**src/inc/rfdp_params.svh**
```systemverilog
/*
  Constants for the RF divider programming words: field positions,
  select codes, reset values and divide-value limits.
  Assumes inclusion by bare name from the package or the RTL.
*/
`ifndef RFDP_PARAMS_SVH
`define RFDP_PARAMS_SVH

`define RFDP_WORD_W 24
// Integer/fraction word
`define RFDP_W0_SEL_POS 0
`define RFDP_W0_SEL_VAL 1'h0
`define RFDP_W0_FN_LSB 1
`define RFDP_W0_FN_MSB 12
`define RFDP_W0_N_LSB 13
`define RFDP_W0_N_MSB 23
// Denominator/reference/power word
`define RFDP_W1_SEL_MSB 3
`define RFDP_W1_SEL_VAL 4'h3
`define RFDP_W1_FD_LSB 4
`define RFDP_W1_FD_MSB 15
`define RFDP_W1_R_LSB 16
`define RFDP_W1_R_MSB 21
`define RFDP_W1_P_POS 22
`define RFDP_W1_PD_POS 23
// Divide value split
`define RFDP_A_LSB 0
`define RFDP_A_MSB 1
`define RFDP_B_LSB 2
`define RFDP_B_MSB 3
`define RFDP_C_LSB 4
`define RFDP_C_MSB 10
`define RFDP_B_WEIGHT 4
// Reset values
`define RFDP_RST_N 11'h01F
`define RFDP_RST_FN 12'h000
`define RFDP_RST_FD 12'h001
`define RFDP_RST_R 6'h01
`define RFDP_RST_P 1'h0
`define RFDP_RST_PD 1'h1
`define RFDP_RST_CE 1'h0
`define RFDP_RST_C 7'h00
`define RFDP_RST_B 2'h0
`define RFDP_RST_A 2'h0
`define RFDP_RST_SPARE 1'h0
`define RFDP_RST_BAD 1'h0
`define RFDP_RST_SYNTH_POWER_DOWN_BIT 1'h1
`define RFDP_RST_CP_OE 1'h0
// Legal divide ranges per prescaler
`define RFDP_P0_MIN 11'h019
`define RFDP_P0_MAX 11'h3FF
`define RFDP_P1_MIN 11'h031
`define RFDP_P1_MAX 11'h7FD

`endif

```
**src/inc/rfdp_pkg.sv**
```systemverilog
/*
  Types for the RF divider programming block.
  Assumes the params header is on the include path.
*/
package rfdp_pkg;
  `include "rfdp_params.svh"
  typedef logic [10:0] rfdp_divide_t;
  typedef logic [11:0] rfdp_frac_t;
  typedef logic [5:0] rfdp_refdiv_t;
  typedef logic [6:0] rfdp_main_t;
  typedef logic [1:0] rfdp_swallow_t;
endpackage : rfdp_pkg

```
**src/rtl/rfdp_regs.sv**
```systemverilog
/*
  RF divider programming registers: two loaded words, divide-value
  split into prescaler counts, range flag and RF power-down resolution.
  Assumes the serial shifter delivers a whole 24-bit word with a
  one-cycle load strobe on clk_sys; chip enable arrives from a pin.
  Assumes auto_power_up comes from logic on clk_sys, so it is not
  synchronised; the chip enable pin is, and costs three edges of latency.
  The range flag only reports; a word outside the legal window is still
  loaded, because the host owns legality and the modulator order is not
  visible here.
  Every output is a flip-flop; derived counts are computed from the next
  divide value so they never lag the word registers by a cycle.
  Reset values of the derived counts are zero and differ from the split
  of the reset divide value for one edge after release.
*/
`timescale 1ns/1ps
`default_nettype none
`include "rfdp_params.svh"

module rfdp_regs
  import rfdp_pkg::*;
(
  // Clock, reset and the word handed over by the serial shifter
  input wire logic clk_sys,
  input wire logic rst_n,
  input wire logic [`RFDP_WORD_W-1:0] load_word,
  input wire logic load_strobe,
  input wire logic auto_power_up,
  input wire logic chip_enable_pin,
  // Fields as loaded
  output logic [10:0] integer_divide_value,
  output logic [11:0] frac_numerator,
  output logic [11:0] frac_denominator,
  output logic [5:0] reference_divider,
  output logic prescaler_select,
  output logic synth_power_down_bit,
  // Prescaler counts and status, all registered
  output logic [6:0] main_counter_value,
  output logic [1:0] swallow_quad_count,
  output logic [1:0] swallow_low_count,
  output logic swallow_spare_bit,
  output logic divide_out_of_range,
  output logic rf_power_down,
  output logic cp_output_enable
);

  // Derived divide split; A is the low pair, B the next, main the rest
  function automatic rfdp_main_t main_of(input rfdp_divide_t n);
    main_of = n[`RFDP_C_MSB:`RFDP_C_LSB];
  endfunction : main_of

  // Legal window per prescaler; order-dependent limits are not seen here
  function automatic logic range_bad(input rfdp_divide_t n, input logic p);
    if (p) begin
      // Large prescaler window
      range_bad = (n < `RFDP_P1_MIN) || (n > `RFDP_P1_MAX);
    end else begin
      // Small prescaler window
      range_bad = (n < `RFDP_P0_MIN) || (n > `RFDP_P0_MAX);
    end
  endfunction : range_bad

  // Synchroniser stages
  logic ce_meta;
  logic ce_sync;
  logic next_ce_meta;
  logic next_ce_sync;

  // Next values of the loaded fields
  rfdp_divide_t next_n;
  rfdp_frac_t next_fn;
  rfdp_frac_t next_fd;
  rfdp_refdiv_t next_r;
  logic next_p;
  logic next_pd;

  // Next values of the derived outputs
  rfdp_main_t next_c;
  rfdp_swallow_t next_b;
  rfdp_swallow_t next_a;
  logic next_spare;
  logic next_bad;
  logic next_synth_power_down_bit;
  logic next_cp_oe;

  // Select strobes, one per recognised word
  logic sel_int;
  logic sel_den;

  // Chip enable pin synchroniser, first stage feeds only the second
  // Reset to disabled so the loop stays down until the pin is seen
  always_comb begin
    next_ce_meta = chip_enable_pin;
    next_ce_sync = ce_meta;
  end

  always_ff @(posedge clk_sys) begin
    if (!rst_n) begin
      ce_meta <= `RFDP_RST_CE;
      ce_sync <= `RFDP_RST_CE;
    end else begin
      ce_meta <= next_ce_meta;
      ce_sync <= next_ce_sync;
    end
  end

  // Word decode and field loading
  always_comb begin
    sel_int = load_strobe && (load_word[`RFDP_W0_SEL_POS] == `RFDP_W0_SEL_VAL);
    sel_den = load_strobe && (load_word[`RFDP_W1_SEL_MSB:0] == `RFDP_W1_SEL_VAL);
    // Hold every field unless a matching word strobes
    next_n = integer_divide_value;
    next_fn = frac_numerator;
    next_fd = frac_denominator;
    next_r = reference_divider;
    next_p = prescaler_select;
    next_pd = synth_power_down_bit;

    // Divide and numerator move together, so one write retunes
    if (sel_int) begin
      next_n = load_word[`RFDP_W0_N_MSB:`RFDP_W0_N_LSB];
      next_fn = load_word[`RFDP_W0_FN_MSB:`RFDP_W0_FN_LSB];
      // Auto power-up clears the stored bit rather than masking it
      if (auto_power_up) begin
        next_pd = 1'h0;
      end
    end

    // Second word; selects are disjoint, so no clash with the clear above
    if (sel_den) begin
      next_fd = load_word[`RFDP_W1_FD_MSB:`RFDP_W1_FD_LSB];
      next_r = load_word[`RFDP_W1_R_MSB:`RFDP_W1_R_LSB];
      next_p = load_word[`RFDP_W1_P_POS];
      next_pd = load_word[`RFDP_W1_PD_POS];
    end
  end

  // Loaded fields; reset gives a legal small-prescaler setting
  always_ff @(posedge clk_sys) begin
    if (!rst_n) begin
      integer_divide_value <= `RFDP_RST_N;
      frac_numerator <= `RFDP_RST_FN;
      frac_denominator <= `RFDP_RST_FD;
      reference_divider <= `RFDP_RST_R;
      prescaler_select <= `RFDP_RST_P;
      synth_power_down_bit <= `RFDP_RST_PD;
    end else begin
      integer_divide_value <= next_n;
      frac_numerator <= next_fn;
      frac_denominator <= next_fd;
      reference_divider <= next_r;
      prescaler_select <= next_p;
      synth_power_down_bit <= next_pd;
    end
  end

  // Counter split and range flag, computed from next values so the
  // outputs follow a load on the same edge as the word registers
  always_comb begin
    next_c = main_of(next_n);
    next_b = next_n[`RFDP_B_MSB:`RFDP_B_LSB];
    next_a = next_n[`RFDP_A_MSB:`RFDP_A_LSB];
    // Spare when B never needs its top bit; modulator may borrow it
    next_spare = ~next_b[1];
    // Only flags, the host owns legality (order limits not checked here)
    next_bad = range_bad(next_n, next_p);
  end

  always_ff @(posedge clk_sys) begin
    if (!rst_n) begin
      main_counter_value <= `RFDP_RST_C;
      swallow_quad_count <= `RFDP_RST_B;
      swallow_low_count <= `RFDP_RST_A;
      swallow_spare_bit <= `RFDP_RST_SPARE;
      divide_out_of_range <= `RFDP_RST_BAD;
    end else begin
      main_counter_value <= next_c;
      swallow_quad_count <= next_b;
      swallow_low_count <= next_a;
      swallow_spare_bit <= next_spare;
      divide_out_of_range <= next_bad;
    end
  end

  // Power resolution: pin first, then the stored bit; auto power-up has
  // already acted on that bit when the integer word was taken
  always_comb begin
    if (!ce_sync) begin
      next_synth_power_down_bit = 1'h1;
    end else begin
      next_synth_power_down_bit = next_pd;
    end
    // Charge pump floats whenever the loop is down
    next_cp_oe = ~next_synth_power_down_bit;
  end

  always_ff @(posedge clk_sys) begin
    if (!rst_n) begin
      rf_power_down <= `RFDP_RST_SYNTH_POWER_DOWN_BIT;
      cp_output_enable <= `RFDP_RST_CP_OE;
    end else begin
      rf_power_down <= next_synth_power_down_bit;
      cp_output_enable <= next_cp_oe;
    end
  end

endmodule : rfdp_regs
`default_nettype wire

```
**config.mk**
```make
export PLATFORM = sky130hd
export DESIGN_NAME = rfdp_regs
export DESIGN_NICKNAME = d
export VERILOG_FILES = /design/src/inc/rfdp_pkg.sv /design/src/rtl/rfdp_regs.sv
export VERILOG_INCLUDE_DIRS = /design/src /design/src/inc
export SDC_FILE = /design/constraint.sdc
export NUM_CORES = 1
export LEC_CHECK = 0
export ABC_AREA = 1
export CAP_MARGIN = 30
export CORE_ASPECT_RATIO = 1.1
export CORE_MARGIN = 2
export CORE_UTILIZATION = 61
export DETAILED_ROUTE_END_ITERATION = 8
export DONT_BUFFER_PORTS = 1
export PLACE_DENSITY_LB_ADDON = 0.3
export SETUP_SLACK_MARGIN = 0.05
export SLEW_MARGIN = 0
export SYNTH_ARGS = -nofsm -noshare
export SYNTH_HDL_FRONTEND = slang
export SYNTH_SLANG_ARGS = --single-unit
```
**constraint.sdc**
```tcl
create_clock -name clk_sys -period 1.3 [get_ports clk_sys]
set_input_delay 0.065 -clock clk_sys [delete_from_list [all_inputs] [get_ports clk_sys]]
set_output_delay 0.065 -clock clk_sys [all_outputs]
set_load 0.02 [all_outputs]
```
* Word level (Yosys, flattened, before mapping)
Cells that the tools add are included.
Storage, ports and cells: bits in registers 60, input bits 29, word-level logic and storage cells 34
Operators by class: equality and inequality tests 1, bitwise logic cells 3, mux-type cells 7, reductions and logical operators 4, magnitude comparators 4
Operators with widths (count):
- $gt A11 B10 Y1 const B | 1
- $gt A11 B11 Y1 const B | 1
- $lt A11 B5 Y1 const B | 1
- $lt A11 B6 Y1 const B | 1
- $mux W11 | 1
- $mux W1 | 6
- $eq A4 B2 Y1 const B | 1
- $not A1 Y1 | 3
- $logic_and A1 B1 Y1 | 2
- $logic_or A1 B1 Y1 | 2

* Depth between registers and ports, before layout
Gate-level depths: netlist of the first run.
word-level depth 6, depth in mapped cells 12, gate-level depth less buffers 11

* Worst setup path before layout of the first run
No wires, ideal clock.
kind register -> register, from register integer_divide_value[8], to register divide_out_of_range, required time 1.234 ns, stages on the path, launching flop included 9, buffers on the path 0, arrival 1.000 ns, setup slack 0.234 ns, path through dfxtp_1 > nand2_1 > o21ai_1 > nand2_1 > nor2_1 > nand3_1 > nand2_1 > inv_1 > a21oi_2
Between the ends: word-level cells in the longest chain between the ends 4
RTL lines:
- from (decl) | line rfdp_regs.sv:31 | output logic [10:0] integer_divide_value,
- from (signal assigned) | line rfdp_regs.sv:141 | integer_divide_value <= `RFDP_RST_N;
- from (signal assigned) | line rfdp_regs.sv:148 | integer_divide_value <= next_n;
- $mux W11 * | line rfdp_regs.sv:120 | if (sel_int) begin
- $lt A11 B5 Y1 (no source line) (tied with other cells)
- $logic_or A1 B1 Y1 (on tied branches) | line rfdp_regs.sv:59, rfdp_regs.sv:56
- $mux W1 * | line rfdp_regs.sv:54 | if (p) begin
- to (signal assigned) | line rfdp_regs.sv:175 | divide_out_of_range <= `RFDP_RST_BAD;
- to (signal assigned) | line rfdp_regs.sv:181 | divide_out_of_range <= next_bad;
- to (decl) | line rfdp_regs.sv:42 | output logic divide_out_of_range,
Mark *: on every way between the ends. The rest lies on a longest branch, timed or not. A chain may end at the register's enable or synchronous reset.

* Final worst setup path of the first run
from input port load_word[17], to register main_counter_value[0]
Between the ends: word-level cells in the longest chain between the ends 1
RTL lines:
- from (decl) | line rfdp_regs.sv:26 | input wire logic [`RFDP_WORD_W-1:0] load_word,
- $mux W11 | line rfdp_regs.sv:120
- to (signal assigned) | line rfdp_regs.sv:171 | main_counter_value <= `RFDP_RST_C;
- to (signal assigned) | line rfdp_regs.sv:177 | main_counter_value <= next_c;
- to (decl) | line rfdp_regs.sv:38 | output logic [6:0] main_counter_value,
No other way between the ends.

==> results of run 1 <==
[final timing paths]
kind              slack [ns]                    start                     to
setup reg to reg        0.23  integer_divide_value[5]    divide_out_of_range
setup / recovery        0.10            load_word[17]  main_counter_value[0]
hold reg to reg         0.44                  ce_meta                ce_sync
hold / removal          0.03              load_strobe       prescaler_select
[flip-flops by register name, indices dropped and copies added (netlist names)]
signal and cells:
reference_divider 6, ce_meta 1, main_counter_value 1, cp_output_enable 1, integer_divide_value 11, swallow_low_count 2, frac_denominator 12, synth_power_down_bit 1
divide_out_of_range 1, frac_numerator 12, swallow_quad_count 2, rf_power_down 1, prescaler_select 1, swallow_spare_bit 1, ce_sync 1
[per-layer routing]
metal	vias up	GRT usage (%)
li1	901	-
met1	835	28.7
met2	75	48.4
met3	14	9.18
met4	0	13.1
met5	-	0
[report_power, final]
part	switching (mW)	leakage, nW	internal, mW
Sequential	0.120	0.443	1.74
Clock	0.477	0.0443	0.448
Combinational	0.237	0.691	0.174
[area by class of cell]
cell class              instances  area [µm²]
flip-flops and latches         54        1080
fillers                       235         756
multi-input cells             169         749
repair buffers                 47         458
inverters                      28         105
clock buffers                   6        51.3
well taps                      36        45.0
clock inverters                 1        30.0
[worst max-delay path, delay by kind of cell]
family / cells / cell delay [ns]
and+or+nand+nor: 3 / 0.19
buffers and inverters: 3 / 1.21
[cells in the final DEF (no fill, tap or decap), drive strengths merged]
master,count
nand4,1
o21ai,37
or2,1
buf,16
a21oi,8
inv,28
dlymetal6s4s,1
bufinv,1
a31oi,1
nand2,48
clkbuf,6
nand3,10
nor2,63
dlygate4sd3,30
dfxtp,54
[stage by stage]
stage	setup slack, ns	instance area (µm²)
finish	0.101	2520
global route	0.0847	2520
CTS	0.0908	2520
detailed placement	0.160	2110
global placement	0.202	2110
floorplan	0.234	2050
[cell families after synthesis]
family / synth area share, %
and+or+nand+nor: 24.3
AOI/OAI and AO/OA: 12.2
buffers and inverters: 10.9
DFF: 52.6
[what timing repair did]
action / CTS / global route
hold buffers: 32 / 0
endpoints found under the hold margin: 50 / 0
gates resized for setup: 0 / 1
setup buffers: 0 / 0
endpoints found under the setup margin: 0 / 1
==> results.md, run 1 <==
* Syn_area_per_cell at 7.61 µm²
* Die X at 59.3 µm
* Post-route setup TNS at 0 ns
* GPL Wtd Cong at 0.843
* Slew Limit Fails at 0
* TritonCTS buffer count at 5
* CTS sink cnt at 54
* Placed cells at 302
* Avg Vias per Cell at 5.35
* Unique masters post-synth at 21
* Most frequent cells after synthesis: 62 x nor2_1, 54 x dfxtp_1, 45 x nand2_1, 28 x o21ai_0, 26 x inv_1
* Antenna Nets Post-Route at 0
* Initial antenna violation count at 0
* Crit-path cells: dlygate4sd3_1 > inv_1 > nand2_1 > dlygate4sd3_1 > nand2_1 > nor2_1
* Ranking of synthesized cells by area: dfxtp_1 53%, nor2_1 11%, nand2_1 8.2%
* Via count at 1825
* Number of global-route vias before repair at 1764
* Leak pwr at 1.18 nW
* Worst EP arrival at 1.46 ns
* Yosys top cell area share at 52.6%
* Worst Reg-to-Reg Cells at 8
* Total power at 3.19 mW
* Die area at 0.00385 mm²
* Worst IR Drop VDD at 1010 µV
* Worst Tran Pin Value at 0.368 ns
* Clk buf depth at 2
* # DRC at 0
* Final wirelength at 4930 µm
* Fin crit period at 1.20 ns
* Wire length per cell at 14.4 µm
* First-pass GRT wire length at 8020 µm
* Worst Hold Slack at 0.0343 ns
* Max Cap Viol at 0
* Iteration-0 DRC count of the detailed router at 111
* Maximum fanout along the worst path at 2
* Port Buffers at 0
* Crit start category: input port
* H-tree depth at 2
* Die height at 64.9 µm
* RSZ-0062 raised after global routing: false
* Layout area overhead at 22.7%
* Final Hold Viols at 0
* Cell count after synthesis at 270
* Most common cell in the netlist: nor2_1
* Initial core utilization at 62.7%
* Dominant cell type by area after synthesis: dfxtp_1
* Crit path capture type: flip-flop
* Final Cycle Share at 92.2%
* Number of antenna diodes at 0
* Ratio of cells with drive above 1 in the final layout at 11.5%
* Wl on met1 at 1880 µm
* CTS Root Cell: clkbuf_4
* Status: completed
* YS warnings at 0
* CTS tree: done
* Row cnt at 22
* Ys async rst share at 0%
* Clk_lat worst skew at 0.36 ns
* HPWL after DPL at 3070 µm
* Critical path class: in2reg
* Nets at 334
* Final Setup Violations at 0
* Post-synth EDFFs at 0
* Total grt overflow at 0
* Mapped cell area at 0.00205 mm²
* Required time of the critical path at 1.56 ns
* Placeable core area at 0.00328 mm²
* Largest net degree at the start of global routing at 42
* Skew final at 0.00279 ns
* CTS clk-pin slew, worst paths at 0.13 ns
* Syn Nets at 299
* FF+latch count, synth at 54
* Tot GR Track Use at 27.5%
* Power per cell area at 1270 mW/mm²
* WL met3 at 378 µm
* Post-layout util at 76.9%
* Top Metal Used: met4
* Worst Hold Class: in2reg
* CP peak stage delay at 0.57 ns
* DR pass1 iterations at 4
* Top FF cell, synth: dfxtp_1
* Relative slew slack at 75.4%
* Hold path cells at 3
* Slowest CP cell: dlygate4sd3_1
* Highest clock rate at 834 MHz
* Met2 routed wirelength at 2540 µm
* Ports at 87
* Register area share after synthesis at 52.6%
* Post-route insts no fill at 341
Power figures use the tool's default switching activity.
==> run 2, diff against run 1 <==
CORE_UTILIZATION = 33   (was 61)
GPL_ROUTABILITY_DRIVEN = 1   (was default)
==> run 2 against run 1 <==
  * Maximum frequency is 9.2% higher
  * Clock power is 6.5% higher
  * Die area is 79% higher
  * Critical path depth is 2 higher
  * Global-route usage is 11 points lower
  * Worst hold slack worse by 0.014 ns
  * Power is 1.3% higher
==> results.md, run 2 (synthesis gave the netlist of run 1 again) <==
* Status: completed
* Power Internal at 2.33 mW
* Final Setup Violations at 0
* Number of antenna diodes at 0
* Crit path capture type: flip-flop
* Post-route setup TNS at 0 ns
* Worst EP arrival at 1.35 ns
* Switching share of power at 28.1%
* Post-CTS setup buffer count at 0
* HPWL after DPL at 3630 µm
* Via count at 1744
* RSZ-0062 raised after global routing: false
* Worst Tran Pin Value at 0.364 ns
* Clock share of power at 30.5%
* Total grt overflow at 0
* Final Cycle Share at 84.5%
* Skew final at 0.00512 ns
* Die area at 0.00687 mm²
* TritonCTS buffer count at 5
* Combinational fraction of design power at 12.2%
* Iteration-0 DRC count of the detailed router at 52
* Clk_lat worst skew at 0.30 ns
* P_sw at 908 µW
* Most common cell after layout, fill and taps aside: nor2_1
* GPL Wtd Cong at 0.811
* Final Hold Viols at 0
* First-pass GRT wire length at 8650 µm
* Layout area overhead at 22.7%
* Placeable core area at 0.00608 mm²
* Required time of the critical path at 1.55 ns
* Clk buf depth at 2
* Reg-to-reg endpoint: divide_out_of_range
* CTS Root Cell: clkbuf_8
* Row cnt at 30
* Critical path class: in2reg
* Final wirelength at 5310 µm
* Max Cap Viol at 0
* CTS clk-pin slew, worst paths at 0.10 ns
* Worst IR Drop VDD at 617 µV
* Worst Hold Class: in2reg
* Top Registers: frac_denominator x12, frac_numerator x12, integer_divide_value x11
* Critical Path End: divide_out_of_range
* Crit start category: input port
* Wire length per cell at 13.9 µm
* Nets at 329
* Maximum fanout along the worst path at 40
* DR pass1 iterations at 4
* Antenna Nets Post-Route at 0
* Highest-count cells in the layout ignoring fill and taps: 62 x nor2_1, 54 x dfxtp_1, 45 x nand2_1
* RR Startpoint: integer_divide_value[9]
* Worst Reg-to-Reg Cells at 8
* Initial core utilization at 33.8%
* Avg Vias per Cell at 4.58
* Fill cells at 669
* R2R Setup Slk at 0.21 ns
* Ports at 87
* Highest clock rate at 911 MHz
* Power per cell area at 1280 mW/mm²
* CP Launch Point: rst_n
* CTS sink cnt at 54
* Total power at 3.23 mW
* Sequential power share at 57.4%
* Initial antenna violation count at 0
* H-tree depth at 2
* Die X at 79.2 µm
* Largest net degree at the start of global routing at 41
* # DRC at 0
* Leak pwr at 1.15 nW
* Relative slew slack at 75.7%
* Tot GR Track Use at 16.3%
* Fin crit period at 1.10 ns
* Slew Limit Fails at 0
* Number of global-route vias before repair at 1805
* Die height at 86.8 µm
* Port Buffers at 0
* CTS tree: done
* Ratio of cells with drive above 1 in the final layout at 12.3%
run 2: worst min path at each step:
stage | start | to | slack [ns] | depth (start not counted)
final | load_word[23] | synth_power_down_bit | 0.02 | 4
after global routing | load_word[23] | synth_power_down_bit | 0.04 | 4
after CTS | load_word[0] | integer_divide_value[4] | 0.003 | 4
after detailed placement | rst_n | integer_divide_value[4] | 0.14 | 1
after global placement | rst_n | integer_divide_value[2] | 0.14 | 1
after floorplan | chip_enable_pin | ce_meta | 0.16 | 2
run 2: what timing repair did:
action / in CTS / in global routing
hold buffers: 26 / 0
resized for setup: 0 / 0
hold endpoints to repair: 41 / 0
run 2: per-stage QoR:
stage               utilization, %  hold WS (ns)  worst slack (ns)  instances  instance area (µm²)
floorplan                        -         0.163             0.234        270                 2050
global placement              35.5         0.138             0.148        347                 2160
detailed placement            35.5         0.141             0.139        347                 2160
CTS                           41.5       0.00309             0.205        381                 2520
global route                  41.5        0.0393            0.0509        381                 2520
finish                        41.5        0.0202             0.202        381                 2520
run 2: worst max-delay path, cell delays in order:
cell and delay (ns):
dlygate4sd3_1 0.58, buf_12 0.21, nand2_1 0.09, nor2_1 0.12, nand3_1 0.09, nand2_1 0.06
inv_1 0.04, a21oi_2 0.08
run 2: routing by layer:
layer / track usage, % / share of wire [%] / up-vias / wire length, µm
met1: 17.9 / 41 / 778 / 2180
met2: 26.9 / 46 / 69 / 2460
li1: - / - / 888 / -
met5: 0 / 0 / - / 0
met3: 7.71 / 11 / 9 / 587
met4: 6.90 / 1.6 / 0 / 87
run 2: area by class of cell:
type | count | area [µm²] | share of cell area [%]
Timing Repair Buffer | 42 | 390 | 15.5
Sequential cell | 54 | 1080 | 42.9
Clock buffer | 6 | 82.6 | 3.28
Clock inverter | 2 | 12.5 | 0.496
Multi-Input combinational cell | 169 | 749 | 29.7
Tap cell | 80 | 100 | 3.97
Inverter | 28 | 105 | 4.17
run 2: power groups by stage:
stage / sequential (mW) / clock [mW] / combinational (mW)
after floorplan: 1.90 / 0 / 0.237
after global placement: 1.89 / 0 / 0.302
after detailed placement: 1.89 / 0 / 0.304
after CTS: 1.86 / 1.02 / 0.394
after global routing: 1.87 / 1.10 / 0.450
final: 1.86 / 0.985 / 0.393
